$ cat config.mk
export PLATFORM = sky130hd
export DESIGN_NAME = sod_top
export DESIGN_NICKNAME = d
export VERILOG_FILES = /design/src/sod_pkg.sv /design/src/sod_stretch.sv /design/src/sod_top.sv
export SDC_FILE = /design/constraint.sdc
export NUM_CORES = 1
export LEC_CHECK = 0
export BUFFER_PORTS_ARGS = -buffer_cell sky130_fd_sc_hd__buf_4
export CORE_ASPECT_RATIO = 0.6
export CORE_MARGIN = 2
export CORE_UTILIZATION = 35
export CTS_CLUSTER_SIZE = 30
export DETAILED_ROUTE_END_ITERATION = 16
export GPL_ROUTABILITY_DRIVEN = 0
export GPL_TIMING_DRIVEN = 1
export SLEW_MARGIN = 10
export SYNTH_ARGS = -nofsm -noshare
export SYNTH_HDL_FRONTEND = slang
export SYNTH_SLANG_ARGS = --single-unit
$ cat constraint.sdc
create_clock -name core_clk_in -period 9.4 [get_ports core_clk_in]
set_clock_uncertainty 0.05 [all_clocks]
set_input_delay 1.41 -clock core_clk_in [delete_from_list [all_inputs] [get_ports core_clk_in]]
set_output_delay 1.41 -clock core_clk_in [all_outputs]
set_load 0.005 [all_outputs]
$ cat src/sod_pkg.sv
// Constants, register map and types for the sync request filter and
// over-range detector.
// Assumes one core clock that also carries the sample rate.
package sod_pkg;
	// Register byte addresses on the device register port
	localparam logic [11:0] SOD_SYNC_LIMIT_ADDR = 12'h210;
	localparam logic [11:0] SOD_OVR_LEVEL_ADDR = 12'h211;
	localparam logic [11:0] SOD_OVERRANGE_CONFIG_ADDR = 12'h213;
	localparam logic [11:0] SOD_INIT_STATUS_ADDR = 12'h270;
	// Reset values
	localparam logic [7:0] SOD_SYNC_LIMIT_RESET = 8'h03;
	localparam logic [7:0] SOD_OVR_LEVEL_RESET = 8'hf2;
	localparam logic [7:0] SOD_OVERRANGE_CONFIG_RESET = 8'h07;
	localparam logic [7:0] SOD_ZERO_BYTE = 8'h00;
	// Field layout
	localparam int SOD_SYNC_LIMIT_W = 5;
	localparam int SOD_OVERRANGE_OUTPUT_ENABLE_BIT = 3;
	localparam int SOD_OVERRANGE_STRETCH_EXPONENT_W = 3;
	localparam int SOD_INIT_DONE_BIT = 0;
	// Timing: shortest stretch is this many samples times 2**exponent
	localparam int SOD_STRETCH_BASE = 4;
	localparam int SOD_STRETCH_CNT_W = 10;
	localparam int SOD_CHANNELS = 4;
	// Initialisation sequencer
	typedef enum logic [1:0] {
		SOD_INIT_BUSY = 2'b01,
		SOD_INIT_READY = 2'b10
	} sod_init_state_t;

	// Shortest high time of an over-range pulse, in sample cycles
	function automatic logic [SOD_STRETCH_CNT_W-1:0] sod_stretch_len(
		input logic [SOD_OVERRANGE_STRETCH_EXPONENT_W-1:0] exponent);
		logic [SOD_STRETCH_CNT_W-1:0] base;
		base = SOD_STRETCH_CNT_W'(SOD_STRETCH_BASE);
		return base << exponent;
	endfunction
endpackage

$ cat src/sod_stretch.sv
// Per-channel over-range pulse stretcher.
// Assumes hit_in is already gated by the output enable in the caller.
`timescale 1ns/10ps
`default_nettype none
module sod_stretch
	import sod_pkg::*;
(
	// Clock and reset
	input wire logic core_clk_in,
	input wire logic rst_in,
	// Control
	input wire logic enable_in,
	input wire logic [SOD_OVERRANGE_STRETCH_EXPONENT_W-1:0] exponent_in,
	// Detection and output
	input wire logic hit_in,
	output logic pulse_out
);
	logic [SOD_STRETCH_CNT_W-1:0] remain;
	logic [SOD_STRETCH_CNT_W-1:0] run;
	logic [SOD_STRETCH_CNT_W-1:0] next_len;

	assign next_len = sod_stretch_len(exponent_in);

	always_ff @(posedge core_clk_in) begin
		if (rst_in || !enable_in) begin
			pulse_out <= 1'b0;
			remain <= '0;
		end else if (hit_in) begin
			// A new hit always reloads the full period
			pulse_out <= 1'b1;
			remain <= next_len - 1'b1;
		end else if (remain != '0) begin
			remain <= remain - 1'b1;
		end else begin
			pulse_out <= 1'b0;
		end
	end

	// Length of the current high run, for checking only
	always_ff @(posedge core_clk_in) begin
		if (rst_in || !pulse_out) begin
			run <= '0;
		end else if (run != '1) begin
			run <= run + 1'b1;
		end
	end
endmodule
`default_nettype wire

$ cat src/sod_top.sv
// Sync request filter, over-range detection and init status for a
// four-channel converter core.
// Assumes core_clk_in carries one sample per channel per cycle and that
// register accesses arrive already decoded from the serial port.
`timescale 1ns/10ps
`default_nettype none
module sod_top
	import sod_pkg::*;
#(
	parameter int SAMPLE_W = 9,
	parameter int INIT_CYCLES = 64
) (
	// Clock and reset
	input wire logic core_clk_in,
	input wire logic rst_in,
	// Register port
	input wire logic [11:0] reg_addr_in,
	input wire logic reg_wr_in,
	input wire logic [7:0] reg_wdata_in,
	input wire logic reg_rd_in,
	output logic [7:0] reg_rdata_out,
	// Link synchronisation
	input wire logic sync_n_in,
	input wire logic serial_link_enable_in,
	output logic sync_request_out,
	// Samples, two's complement
	input wire logic [SAMPLE_W-1:0] sample_a_in,
	input wire logic [SAMPLE_W-1:0] sample_b_in,
	input wire logic [SAMPLE_W-1:0] sample_c_in,
	input wire logic [SAMPLE_W-1:0] sample_d_in,
	// Over-range pins
	output logic overrange_out_a,
	output logic overrange_out_b,
	output logic overrange_out_c,
	output logic overrange_out_d
);
	localparam int INIT_W = $clog2(INIT_CYCLES + 1);

	logic [7:0] sync_low_count_limit;
	logic [7:0] overrange_level;
	logic [7:0] overrange_config;
	sod_init_state_t init_state;
	logic [INIT_W-1:0] init_count;
	logic init_ready;
	logic link_tick;
	logic [SOD_SYNC_LIMIT_W-1:0] low_count;
	logic [SOD_SYNC_LIMIT_W-1:0] limit;
	logic overrange_output_enable;
	logic [SOD_OVERRANGE_STRETCH_EXPONENT_W-1:0] overrange_stretch_exponent;
	logic [SAMPLE_W-1:0] samples [SOD_CHANNELS];
	logic [SOD_CHANNELS-1:0] hit;
	logic [SOD_CHANNELS-1:0] pin;

	function automatic logic [SAMPLE_W-1:0] magnitude(
		input logic [SAMPLE_W-1:0] s);
		return s[SAMPLE_W-1] ? SAMPLE_W'(-s) : s;
	endfunction

	assign limit = sync_low_count_limit[SOD_SYNC_LIMIT_W-1:0];
	assign overrange_output_enable = overrange_config[SOD_OVERRANGE_OUTPUT_ENABLE_BIT];
	assign overrange_stretch_exponent = overrange_config[SOD_OVERRANGE_STRETCH_EXPONENT_W-1:0];
	assign init_ready = (init_state == SOD_INIT_READY);

	// Register writes; reserved bits are stored as written
	always_ff @(posedge core_clk_in) begin
		if (rst_in) begin
			sync_low_count_limit <= SOD_SYNC_LIMIT_RESET;
			overrange_level <= SOD_OVR_LEVEL_RESET;
			overrange_config <= SOD_OVERRANGE_CONFIG_RESET;
		end else if (reg_wr_in) begin
			case (reg_addr_in)
				SOD_SYNC_LIMIT_ADDR: sync_low_count_limit <= reg_wdata_in;
				SOD_OVR_LEVEL_ADDR: overrange_level <= reg_wdata_in;
				SOD_OVERRANGE_CONFIG_ADDR: overrange_config <= reg_wdata_in;
				default: ;
			endcase
		end
	end

	// Registered read, one cycle late; unmapped addresses read zero
	always_ff @(posedge core_clk_in) begin
		if (rst_in) begin
			reg_rdata_out <= SOD_ZERO_BYTE;
		end else if (reg_rd_in) begin
			case (reg_addr_in)
				SOD_SYNC_LIMIT_ADDR: reg_rdata_out <= sync_low_count_limit;
				SOD_OVR_LEVEL_ADDR: reg_rdata_out <= overrange_level;
				SOD_OVERRANGE_CONFIG_ADDR: reg_rdata_out <= overrange_config;
				SOD_INIT_STATUS_ADDR: reg_rdata_out <= 8'(init_ready);
				default: reg_rdata_out <= SOD_ZERO_BYTE;
			endcase
		end
	end

	// Initialisation sequencer; accesses are not blocked while busy, the
	// host is expected to poll the status first
	always_ff @(posedge core_clk_in) begin
		if (rst_in) begin
			init_state <= SOD_INIT_BUSY;
			init_count <= '0;
		end else begin
			case (init_state)
				SOD_INIT_BUSY: begin
					if (init_count == INIT_W'(INIT_CYCLES - 1)) begin
						init_state <= SOD_INIT_READY;
					end
					init_count <= init_count + 1'b1;
				end
				SOD_INIT_READY: init_state <= SOD_INIT_READY;
				default: init_state <= SOD_INIT_BUSY;
			endcase
		end
	end

	// Link clock as an enable at half the sample rate
	always_ff @(posedge core_clk_in) begin
		if (rst_in) begin
			link_tick <= 1'b0;
		end else begin
			link_tick <= !link_tick;
		end
	end

	// Low-run filter; a run that ends early just clears the count
	always_ff @(posedge core_clk_in) begin
		if (rst_in || !serial_link_enable_in) begin
			low_count <= '0;
			sync_request_out <= 1'b0;
		end else if (link_tick) begin
			if (sync_n_in) begin
				low_count <= '0;
				sync_request_out <= 1'b0;
			end else if (low_count >= limit) begin
				sync_request_out <= 1'b1;
			end else begin
				low_count <= low_count + 1'b1;
			end
		end
	end

	assign samples[0] = sample_a_in;
	assign samples[1] = sample_b_in;
	assign samples[2] = sample_c_in;
	assign samples[3] = sample_d_in;

	for (genvar ch = 0; ch < SOD_CHANNELS; ch++) begin : g_chan
		assign hit[ch] = overrange_output_enable
			&& (magnitude(samples[ch]) >= SAMPLE_W'(overrange_level));
		sod_stretch u_stretch (
			.core_clk_in(core_clk_in),
			.rst_in(rst_in),
			.enable_in(overrange_output_enable),
			.exponent_in(overrange_stretch_exponent),
			.hit_in(hit[ch]),
			.pulse_out(pin[ch])
		);

	end

	assign overrange_out_a = pin[0];
	assign overrange_out_b = pin[1];
	assign overrange_out_c = pin[2];
	assign overrange_out_d = pin[3];
endmodule
`default_nettype wire

Word-level counts from Yosys, hierarchy flattened
Index checks and enable logic that the tools add are counted.
{"block": "totals", "romBits": 0, "output_inout_bits": 13, "latch_bits": 0, "elab_cells": 97, "in_bits": 62, "reg_bits": 92, "mem_bits_rw": 0, "mem_count": 0}
{"block": "classes", "shift": 1, "div": 0, "n_reduce_logical": 23, "n_mul": 0, "add_sub_neg": 11, "order_cmp": 5, "n_eq_ne": 13, "bitwise_logic": 0, "n_mux": 27}
{"op": "two-way mux 10 bit", "n": 8}
{"op": "subtractor 10 x 1 -> 10 bit (second input constant)", "n": 5}
{"op": "== test 12 x 10 -> 1 bit (second input constant)", "n": 4}
{"op": "nonzero test 10 bit", "n": 4}
{"op": ">= comparator 9 x 8 -> 1 bit", "n": 4}
{"op": "two-way mux 9 bit", "n": 4}
{"op": "negator 9 bit", "n": 4}
{"op": "one-hot mux 8 bit (4 select lines)", "n": 1}
{"op": "two-way mux 1 bit", "n": 10}
{"op": "two-way mux 5 bit", "n": 2}
{"op": "AND reduction 2 bit", "n": 5}
{"op": "nonzero test 2 bit", "n": 5}
{"op": "<< shifter 3 x 3 -> 10 bit (first input constant)", "n": 1}
{"op": "inequality test 2 x 1 -> 1 bit (second input constant)", "n": 4}
{"op": "adder 7 x 1 -> 7 bit (second input constant)", "n": 1}
{"op": "== test 7 x 6 -> 1 bit (second input constant)", "n": 1}
{"op": "adder 5 x 1 -> 5 bit (second input constant)", "n": 1}
{"op": ">= comparator 5 bit", "n": 1}
{"op": "logical AND 1 bit", "n": 4}
{"op": "inequality test 2 bit (second input constant)", "n": 2}
{"op": "one-hot mux 2 bit (2 select lines)", "n": 1}
{"op": "logical NOT 1 bit", "n": 3}
{"op": "== test 2 x 1 -> 1 bit (second input constant)", "n": 1}
{"op": "== test 2 bit (second input constant)", "n": 1}
{"op": "other kinds (2)", "n": 3}

Longest topological paths before layout
Gate-level depths: netlist of the first run.
{"block": "logic_depth", "depth_word": 5, "mapped_depth": 13, "depth_no_buf": 12}

By module
From an unflattened synthesis of the first run, not the netlist that was laid out.
{"block": "unflattened", "cells_unflattened": 730, "area_unflattened_um2": 6261.0}
{"module": "sod_top", "area_each_um2": 3558.4, "cells_per_inst": 430, "seq_area_each_um2": 960.9, "n_inst": 1}
{"module": "sod_stretch", "area_each_um2": 675.6, "cells_per_inst": 75, "seq_area_each_um2": 220.2, "n_inst": 4}

Worst setup path before layout of the first run
Ideal clock, no wire load.
{"block": "synth_timing", "path_type": "input port to flip-flop", "startpoint": "input sample_a_in[0]", "endpoint": "register g_chan[0].u_stretch.remain[8]", "setup_time_ps": 121, "slack_ps": 5331, "cell_stages": 13, "n_path_buf": 1, "arrival_ps": 3898, "required_time_ps": 9229, "cell_sequence": "inv_1 ha_1 or3b_2 nor3_1 nand2b_1 xnor2_1 ha_1 a21oi_1 o22ai_1 a311oi_1 o31a_1 buf_2 mux2_2"}
{"block": "synth_between", "elab_chain_len": 5, "word_cells_on_any_way": 6, "cone_classes": "add/sub (1); order compare (1); mux (2); reduce/logical (2)"}
{"item": "start, declared", "line": "sod_top.sv:27", "source": "input wire logic [SAMPLE_W-1:0] sample_a_in,"}
{"item": "negator 9 bit", "line": "sod_top.sv:56", "source": "return s[SAMPLE_W-1] ? SAMPLE_W'(-s) : s;"}
{"item": "two-way mux 9 bit *", "line": "sod_top.sv:56"}
{"item": ">= comparator 9 x 8 -> 1 bit *", "line": "sod_top.sv:148", "source": "&& (magnitude(samples[ch]) >= SAMPLE_W'(overrange_level));"}
{"item": "logical AND 1 bit *", "line": "sod_top.sv:148"}
{"item": "two-way mux 10 bit or nonzero test 2 bit (tied branches)"}
{"item": "end signal, assigned", "line": "sod_stretch.sv:31", "source": "remain <= next_len - 1'b1;"}
{"item": "end signal, assigned", "line": "sod_stretch.sv:33", "source": "remain <= remain - 1'b1;"}
{"item": "end, declared", "line": "sod_stretch.sv:18", "source": "logic [SOD_STRETCH_CNT_W-1:0] remain;"}
Every way passes the cells marked *; elsewhere a longest branch is shown, timed or not.
A chain may end at the register's enable or synchronous reset.

Worst setup path in the final report of the first run
{"block": "layout_timing", "startpoint": "input sample_a_in[0]", "endpoint": "register g_chan[0].u_stretch.remain[4]"}
The elaborated chain is that of the path after synthesis.

==> impl_results.md, run 1 <==
- Post-synth top area share: 0.313
- CTS tree: done
- Max FO, Critical Path: 11
- Area leader, netlist: dfxtp_1
- Worst setup EP type: register
- RSZ-0062 raised after global routing: no
- Post-CTS setup buffer count: 0
- Count leader, synth: dfxtp_1
- VDD IR max: 120 µV
- Fin crit period: 4.31 ns
- GRT Total Usage: 0.162
- Initial Utilization: 0.360
- DR vias: 5035
- Sequential cell area fraction in the yosys report: 0.313
- Slew headroom: 0.382
- Antenna Cells: 0
- Die width: 171 µm
- Vias in the first global route: 4470
- Cell row count: 36
- Library cells used by synthesis: 58
- Fmax: 232 MHz
- Area grow syn2layout: 17.6%
- ANT nets after route: 0
- Fin crit share: 0.459
- Post-synth EDFFs: 0
- Starting DRC count in detailed routing: 437
- Layout cells sized above 1: 0.162
- CP Class: input port to register
- Ports: 75
- DRT Wirelength: 14.0 mm
- GRT overflow: 0
- Worst path required time: 9.58 ns
- Hold Buf Count CTS: 0
- Final instance area: 6920 µm²
- Clk sink count: 92
- Syn_nets: 799
- Final Slew Violations: 0
- Post-cts resize count: 0
- Synth top area cells: dfxtp_1, ha_1, mux2i_1
- Worst Max-Slew Pin Slew: 0.919 ns
- Top post-synthesis cells by count: dfxtp_1, nor2_1, nand2_1, ha_1, a21oi_1
- Setup-failing EPs final: 0
- # DRC: 0
- CTS root buffer: clkbuf_16
- Antenna violations before repair: 0
- Pwr Density: 129 nW/µm²
- Pleak: 2.98 nW
- Clk_lat worst skew: 0.34 ns
- Port bufs: 74
- Setup TNS: 0 ns
- Syn Area/Cell: 8.55 µm²
- Register clock-pin slew on the reported worst setup and hold paths: 0.07 ns
- Final Hold Vio Count: 0
- Main synth FF type: dfxtp_1
- Fin nets: 863
- Max clock buf depth: 2
- Placed inst area: 6620 µm²
- MaxCap Viol Count: 0
- WL/cell: 14.2 µm
- Worst min path class: register to register
- Die Height: 104 µm
- Async S/R FF share, synth: 0
- Area of the mapped netlist: 5880 µm²
- HPWL after DPL: 10.8 mm
- Startpoint types: input port
- First-pass GRT wire length: 23.3 mm
- Yosys warnings: 0
- Largest net degree at the start of global routing: 39
- Die ar.: 17900 µm²
- Critical path arrival: 4.50 ns
- DR pass1 iterations: 5
- Total CTS buffers: 9
- Status: completed
- Synth Register Bits: 92
- Via density: 5.11
- Core area: 16400 µm²
- Pwr Total: 0.892 mW
- Post-Syn Instances: 688
- H-tree Lvls: 3
==> cells in the final DEF (no fill, tap or decap), types with 3 or more instances in the layout <==
cell type	instances
mux2_2	11
a31oi_1	4
nor2b_1	9
buf_4	77
mux2i_1	42
and2_1	4
nor3_1	9
or4_1	5
xnor2_1	31
nand2_1	50
inv_1	39
a21o_1	5
nand3_1	26
o22ai_1	3
nor4_1	13
o21ai_0	27
o31ai_1	14
dfxtp_1	92
a21oi_1	46
nor3b_1	6
nor4b_1	3
a211o_1	10
xor2_1	12
and3_1	9
nand4_1	10
clkbuf_16	9
ha_1	49
inv_8	3
or3_1	4
nor2_1	60
o211ai_1	3
nand2b_1	17
a22oi_1	15
or3b_2	6
==> kinds of logic after synthesis <==
| logic type | after synthesis | synth area share |
|---|---|---|
| AOI/OAI and AO/OA | 141 | 0.154 |
| buffers and inverters | 63 | 0.0468 |
| DFF | 92 | 0.313 |
| xor gates and xnor gates | 43 | 0.0640 |
| and+or+nand+nor | 247 | 0.226 |
| adders and majority gates | 49 | 0.104 |
| muxes | 53 | 0.0925 |
==> area by class of cell <==
class,instances,area [µm²]
fillers,1621,9430
well taps,228,285
repair buffers,77,578
flip-flops and latches,92,1840
clock buffers,9,225
clock inverters,7,76.3
inverters,39,146
multi-input cells,533,3770
==> metal layers <==
layer	share of wire	vias up	wire [µm]	track usage
met5	0	-	0	0
li1	-	2625	-	-
met2	0.38	119	5290	0.211
met1	0.57	2284	7940	0.265
met4	0.0055	0	77	0.0315
met3	0.051	7	720	0.0323
==> stage by stage <==
stage | hold slack [ns] | cells | util | setup slack, ns
after detailed placement | 0.397 | 969 | 0.405 | 4.74
after global routing | 0.430 | 985 | 0.423 | 4.89
after global placement | 0.399 | 969 | 0.405 | 4.91
final | 0.404 | 985 | 0.423 | 5.09
after floorplan | 0.396 | 688 | - | 5.33
after CTS | 0.408 | 985 | 0.423 | 5.11
==> sequential cells by signal, indices dropped and copies added, names as in the netlist <==
| register | flops |
|---|---|
| overrange_config | 8 |
| low_count | 5 |
| g_chan.u_stretch.pulse_out | 4 |
| init_count | 7 |
| g_chan.u_stretch.remain | 40 |
| link_tick | 1 |
| overrange_level | 8 |
| init_state | 2 |
| sync_low_count_limit | 8 |
| reg_rdata_out | 8 |
| sync_request_out | 1 |
==> critical path, cell delays in order <==
cell and delay [ns]:
buf_4 0.11, inv_1 0.10, ha_1 0.17, or3b_2 0.46, nor3_1 0.21, nand2b_1 0.16, xnor2_1 0.11, ha_1 0.26
a21oi_1 0.13, o22ai_1 0.09, a311oi_1 0.30, o31a_1 0.57, mux2_2 0.40
==> power breakdown <==
part	internal (mW)	total, mW	switching, mW
Combinational	0.0595	0.123	0.0635
Clock	0.190	0.363	0.174
Sequential	0.398	0.406	0.00708
Total	0.648	0.892	0.244
==> worst paths after layout <==
check	slack [ns]	endpoint	startpoint	cells after the start
hold / removal	0.40	g_chan[2].u_stretch.pulse_out	g_chan[2].u_stretch.pulse_out	2
hold reg to reg	0.40	g_chan[2].u_stretch.pulse_out	g_chan[2].u_stretch.pulse_out	2
setup reg to reg	6.86	g_chan[3].u_stretch.remain[8]	overrange_level[0]	6
setup / recovery	5.09	g_chan[0].u_stretch.remain[4]	sample_a_in[0]	13
No activity file was read; power rests on OpenSTA's default activity.
==> inputs of run 2 (changes only) <==
clock period = 3.8 ns   (was 9.4 ns; I/O delays follow)
==> impl_results.md, run 2 (same netlist as run 1, synthesis figures left out) <==
- Status: completed
- Buf+Inv Stages, Crit Path: 2
- Reg2Reg Depth: 7
- Starting DRC count in detailed routing: 275
- Die Height: 104 µm
- Max reg flops: 40
- Metal3 WL: 669 µm
- Core area: 16400 µm²
- Pwr Density: 318 nW/µm²
- Layout cells sized above 1: 0.166
- FF-to-FF Start: overrange_level[7]
- Met2 wire length: 5.18 mm
- Register clock-pin slew on the reported worst setup and hold paths: 0.07 ns
- Die ar.: 17900 µm²
- Critical path depth: 12
- CP Class: input port to register
- MaxCap Viol Count: 0
- Critical Path Slowest Stage Cell: or4_1
- RSZ-0062 raised after global routing: no
- HPWL after DPL: 10.8 mm
- CTS tree: done
- Cell internal pwr: 1.60 mW
- Final cell utilization of the core: 0.424
- ANT nets after route: 0
- Clk sink count: 92
- Fmax: 311 MHz
- CTS root buffer: clkbuf_16
- Antenna Cells: 0
- GRT Total Usage: 0.165
- Setup TNS: 0 ns
- Fin crit period: 3.22 ns
- Delay-heaviest family, CP: simple AND/OR/NAND/NOR gates
- Hold Buf Count CTS: 0
- Net Sw Power: 0.607 mW
- CP max stage delay: 0.58 ns
- Most flops, register: g_chan.u_stretch.remain
- Critical path arrival: 3.38 ns
- Startpoint types: input port
- Final Hold Vio Count: 0
- Total CTS buffers: 9
- Critical path launch point: sample_c_in[0]
- Critical path's most frequent cell: ha_1
- Initial Utilization: 0.360
- Fin crit share: 0.847
- Worst Max-Slew Pin Slew: 1.05 ns
- Max FO, Critical Path: 5
- Critical R2R Capture: g_chan[2].u_stretch.remain[5]
- WL/cell: 14.3 µm
- Worst setup EP type: register
- Most frequent cells in the layout: dfxtp_1, buf_4, nor2_1
- Reg power frac: 0.455
- Worst min path class: input port to register
- DR vias: 5058
- DR pass1 iterations: 4
- Max clock buf depth: 2
- Most common cell after layout, fill and taps aside: dfxtp_1
- Crit path to: g_chan[2].u_stretch.remain[5]
- CP cell instances: buf_4 -> inv_1 -> ha_1 -> or3b_2 -> o31ai_1 -> xnor2_1 -> ha_1 -> and3_1 -> nor2b_1 -> or4_1 -> nor2_1 -> a211oi_1
- Antenna violations before repair: 0
- Vias in the first global route: 4666
- Die width: 171 µm
- Via density: 5.12
- Worst path required time: 3.96 ns
- Sw frac: 0.275
- GRT overflow: 0
- Pwr Total: 2.21 mW
- Setup-failing EPs final: 0
- Clock Power Share: 0.406
- Ports: 75
- First-pass GRT wire length: 23.7 mm
- Post-CTS setup buffer count: 0
- H-tree Lvls: 3
- Fin nets: 866
- Highest metal used: met4
- VDD IR max: 258 µV
- Clk_lat worst skew: 0.35 ns
- R2R setup slack: 1.47 ns
- Area grow syn2layout: 17.9%
- # DRC: 0
- Post-cts resize count: 0
- Port bufs: 74
- Logic pwr share: 0.138
- Pleak: 2.99 nW
- DRT Wirelength: 14.1 mm
- Slew headroom: 0.296
- Metal-1 WL: 8.19 mm
- Largest net degree at the start of global routing: 39
- Final Slew Violations: 0
- Cell row count: 36
-- run 2: changes by cell type in the layout (fill, tap and decap cells not counted) --
cell,previous run,this run
clkinvlp_4,0,2
clkinv_8,1,0
inv_8,3,4
inv_6,2,0
buf_4,77,80
-- run 2: metrics by stage --
step | setup WS [ns] | instances | cell area (µm²) | hold slack, ns
2_1_floorplan | 0.571 | 688 | 5880 | 0.396
3_3_place_gp | 0.280 | 972 | 6640 | 0.402
3_5_place_dp | 0.246 | 972 | 6640 | 0.404
4_1_cts | 0.606 | 988 | 6940 | 0.391
5_1_grt | 0.388 | 988 | 6940 | 0.397
6_report | 0.581 | 988 | 6940 | 0.402
-- run 2: worst min path at each step --
stage,slack [ns],depth (start not counted),from,to
floorplan,0.40,2,low_count[4],low_count[4]
global placement,0.40,2,g_chan[2].u_stretch.pulse_out,g_chan[2].u_stretch.pulse_out
detailed placement,0.40,2,g_chan[0].u_stretch.pulse_out,g_chan[0].u_stretch.pulse_out
CTS,0.39,2,reg_wdata_in[5],overrange_level[5]
global route,0.40,2,reg_wdata_in[5],overrange_level[5]
finish,0.40,2,reg_wdata_in[5],overrange_level[5]
-- run 2: metal layers --
metal	GRT usage	vias up
met5	0	-
met4	0.0321	0
met3	0.0342	9
met2	0.216	92
met1	0.267	2331
li1	-	2626
-- run 2: power groups by stage --
| stage | Combinational (mW) | Clock, mW | Sequential [mW] |
|---|---|---|---|
| 6_report | 0.305 | 0.896 | 1.00 |
| 5_1_grt | 0.350 | 0.950 | 1.01 |
| 2_1_floorplan | 0.198 | 0 | 1.02 |
| 3_3_place_gp | 0.302 | 0 | 1.03 |
| 3_5_place_dp | 0.304 | 0 | 1.03 |
| 4_1_cts | 0.307 | 0.920 | 1.00 |
-- run 2: cell type report --
cell class	count	area, µm²
Fill cell	1669	9420
Multi-Input combinational cell	533	3770
Sequential cell	92	1840
Timing Repair Buffer	80	601
Tap cell	228	285
Clock buffer	9	225
Inverter	39	146
Clock inverter	7	68.8
==> inputs of run 3 (changes only) <==
clock period = 2.7 ns   (was 3.8 ns; I/O delays follow)
==> impl_results.md, run 3 (same netlist as run 1, synthesis figures left out) <==
- Status: completed
- WL/cell: 14.2 µm
- Pleak: 3.29 nW
- Core area: 16400 µm²
- Most flops, register: g_chan.u_stretch.remain
- ANT nets after route: 0
- First-pass GRT wire length: 24.3 mm
- Critical path arrival: 2.87 ns
- Net Sw Power: 0.883 mW
- Starting DRC count in detailed routing: 339
- Worst hold margin: 0.234 ns
- Setup-failing EPs final: 0
- Most common cell after layout, fill and taps aside: buf_4
- Worst Max-Slew Pin Slew: 0.807 ns
- Worst min path class: input port to register
- Final Slew Violations: 0
- CTS tree: done
- Reg power frac: 0.443
- Fin crit share: 0.992
- Multi-input gate area in the final layout: 3900 µm²
- Final setup margin: 0.0218 ns
- MaxCap Viol Count: 0
- Worst path required time: 2.89 ns
- Slew headroom: 0.458
- Via density: 5.04
- GRT Total Usage: 0.171
- Initial Utilization: 0.360
- Worst setup EP type: register
- Antenna violations before repair: 0
- RSZ-0062 raised after global routing: yes
- Largest net degree at the start of global routing: 26
- # DRC: 0
- Pwr Density: 423 nW/µm²
- Storage cell area: 1840 µm²
- Non-filler instance count after layout: 1041
- HPWL after DPL: 11.5 mm
- GRT overflow: 0
- Antenna Cells: 0
- DRT Wirelength: 14.7 mm
- Vias in the first global route: 4656
- Fin nets: 919
- CP Class: input port to register
- Cell row count: 36
- Pwr Total: 3.19 mW
- Total placed cells including tap cells: 1019
- Clock Power Share: 0.399
- Fmax: 373 MHz
- Most frequent cells in the layout: buf_4, dfxtp_1, nor2_1
- Max clock buf depth: 2
- Clk_lat worst skew: 0.35 ns
- Setup TNS: 0 ns
- DR vias: 5242
- Max reg flops: 40
- Die ar.: 17900 µm²
- Die width: 171 µm
- Logic pwr share: 0.158
- Ports: 75
- Max FO, Critical Path: 4
- Clk sink count: 92
- CTS root buffer: clkbuf_16
- Reg2Reg Depth: 7
- Sw frac: 0.277
- Area grow syn2layout: 28.2%
- Total CTS buffers: 9
- Layout cells sized above 1: 0.245
- Cell internal pwr: 2.31 mW
- Fin crit period: 2.68 ns
- H-tree Lvls: 3
- Startpoint types: input port
- Final instance area: 7540 µm²
- Final cell utilization of the core: 0.461
- Pre-CTS setup slack: -0.475 ns
- VDD IR max: 378 µV
- Register clock-pin slew on the reported worst setup and hold paths: 0.07 ns
- Final Hold Vio Count: 0
- DR pass1 iterations: 5
- Die Height: 104 µm
- Placed inst area: 7110 µm²
- Filler instances: 1561
- Port bufs: 74
- Depth of the worst hold-timing path: 2
## run 3: cell count changes in the layout (fill, tap and decap cells not counted), moves of 3 or more
cell,change
buf_4,+47
inv_1,-4
buf_6,+3
nor3_1,-3
## run 3: area by class of cell
cell class,count,area share
Inverter,39,0.0234
Clock inverter,7,0.0106
Timing Repair Buffer,133,0.137
Multi-Input combinational cell,533,0.517
Sequential cell,92,0.244
Clock buffer,9,0.0299
Tap cell,228,0.0378
## run 3: critical path, cell delays in order
cell      delay [ns]
buf_6           0.10
clkinv_4        0.04
ha_4            0.11
or3b_4          0.39
nor3_4          0.20
nand2b_4        0.15
xnor2_2         0.10
ha_1            0.26
a21oi_2         0.12
o22ai_1         0.08
a311oi_1        0.24
o31a_1          0.21
buf_6           0.14
mux2_4          0.30
## run 3: worst paths after layout
kind,start,endpoint,slack [ns]
worst max-delay path,sample_a_in[0],g_chan[0].u_stretch.remain[4],0.02
worst min-delay path,reg_wdata_in[4],overrange_level[4],0.23
worst max register to register,overrange_level[7],g_chan[2].u_stretch.remain[4],0.52
worst min register to register,g_chan[1].u_stretch.pulse_out,g_chan[1].u_stretch.pulse_out,0.40
## run 3: what timing repair did
| action | in CTS | in global routing |
|---|---|---|
| hold buffers | 0 | 0 |
| setup endpoints to repair | 16 | 22 |
| pin swaps | 7 | 9 |
| gates resized for setup | 3 | 18 |
| buffers inserted | 2 | 4 |
## run 3: layer usage
layer	vias to the layer above	wire, µm	GRT usage
li1	2736	-	-
met1	2400	8380	0.277
met2	98	5640	0.225
met3	8	640	0.0358
met4	0	76	0.0345
met5	-	0	0
## run 3: power groups by stage
| stage | combinational, mW | sequential, mW | clock, mW |
|---|---|---|---|
| after floorplan | 0.292 | 1.44 | 0 |
| after global placement | 0.481 | 1.44 | 0 |
| after detailed placement | 0.485 | 1.44 | 0 |
| after CTS | 0.492 | 1.41 | 1.31 |
| after global routing | 0.562 | 1.42 | 1.37 |
| final | 0.505 | 1.41 | 1.27 |
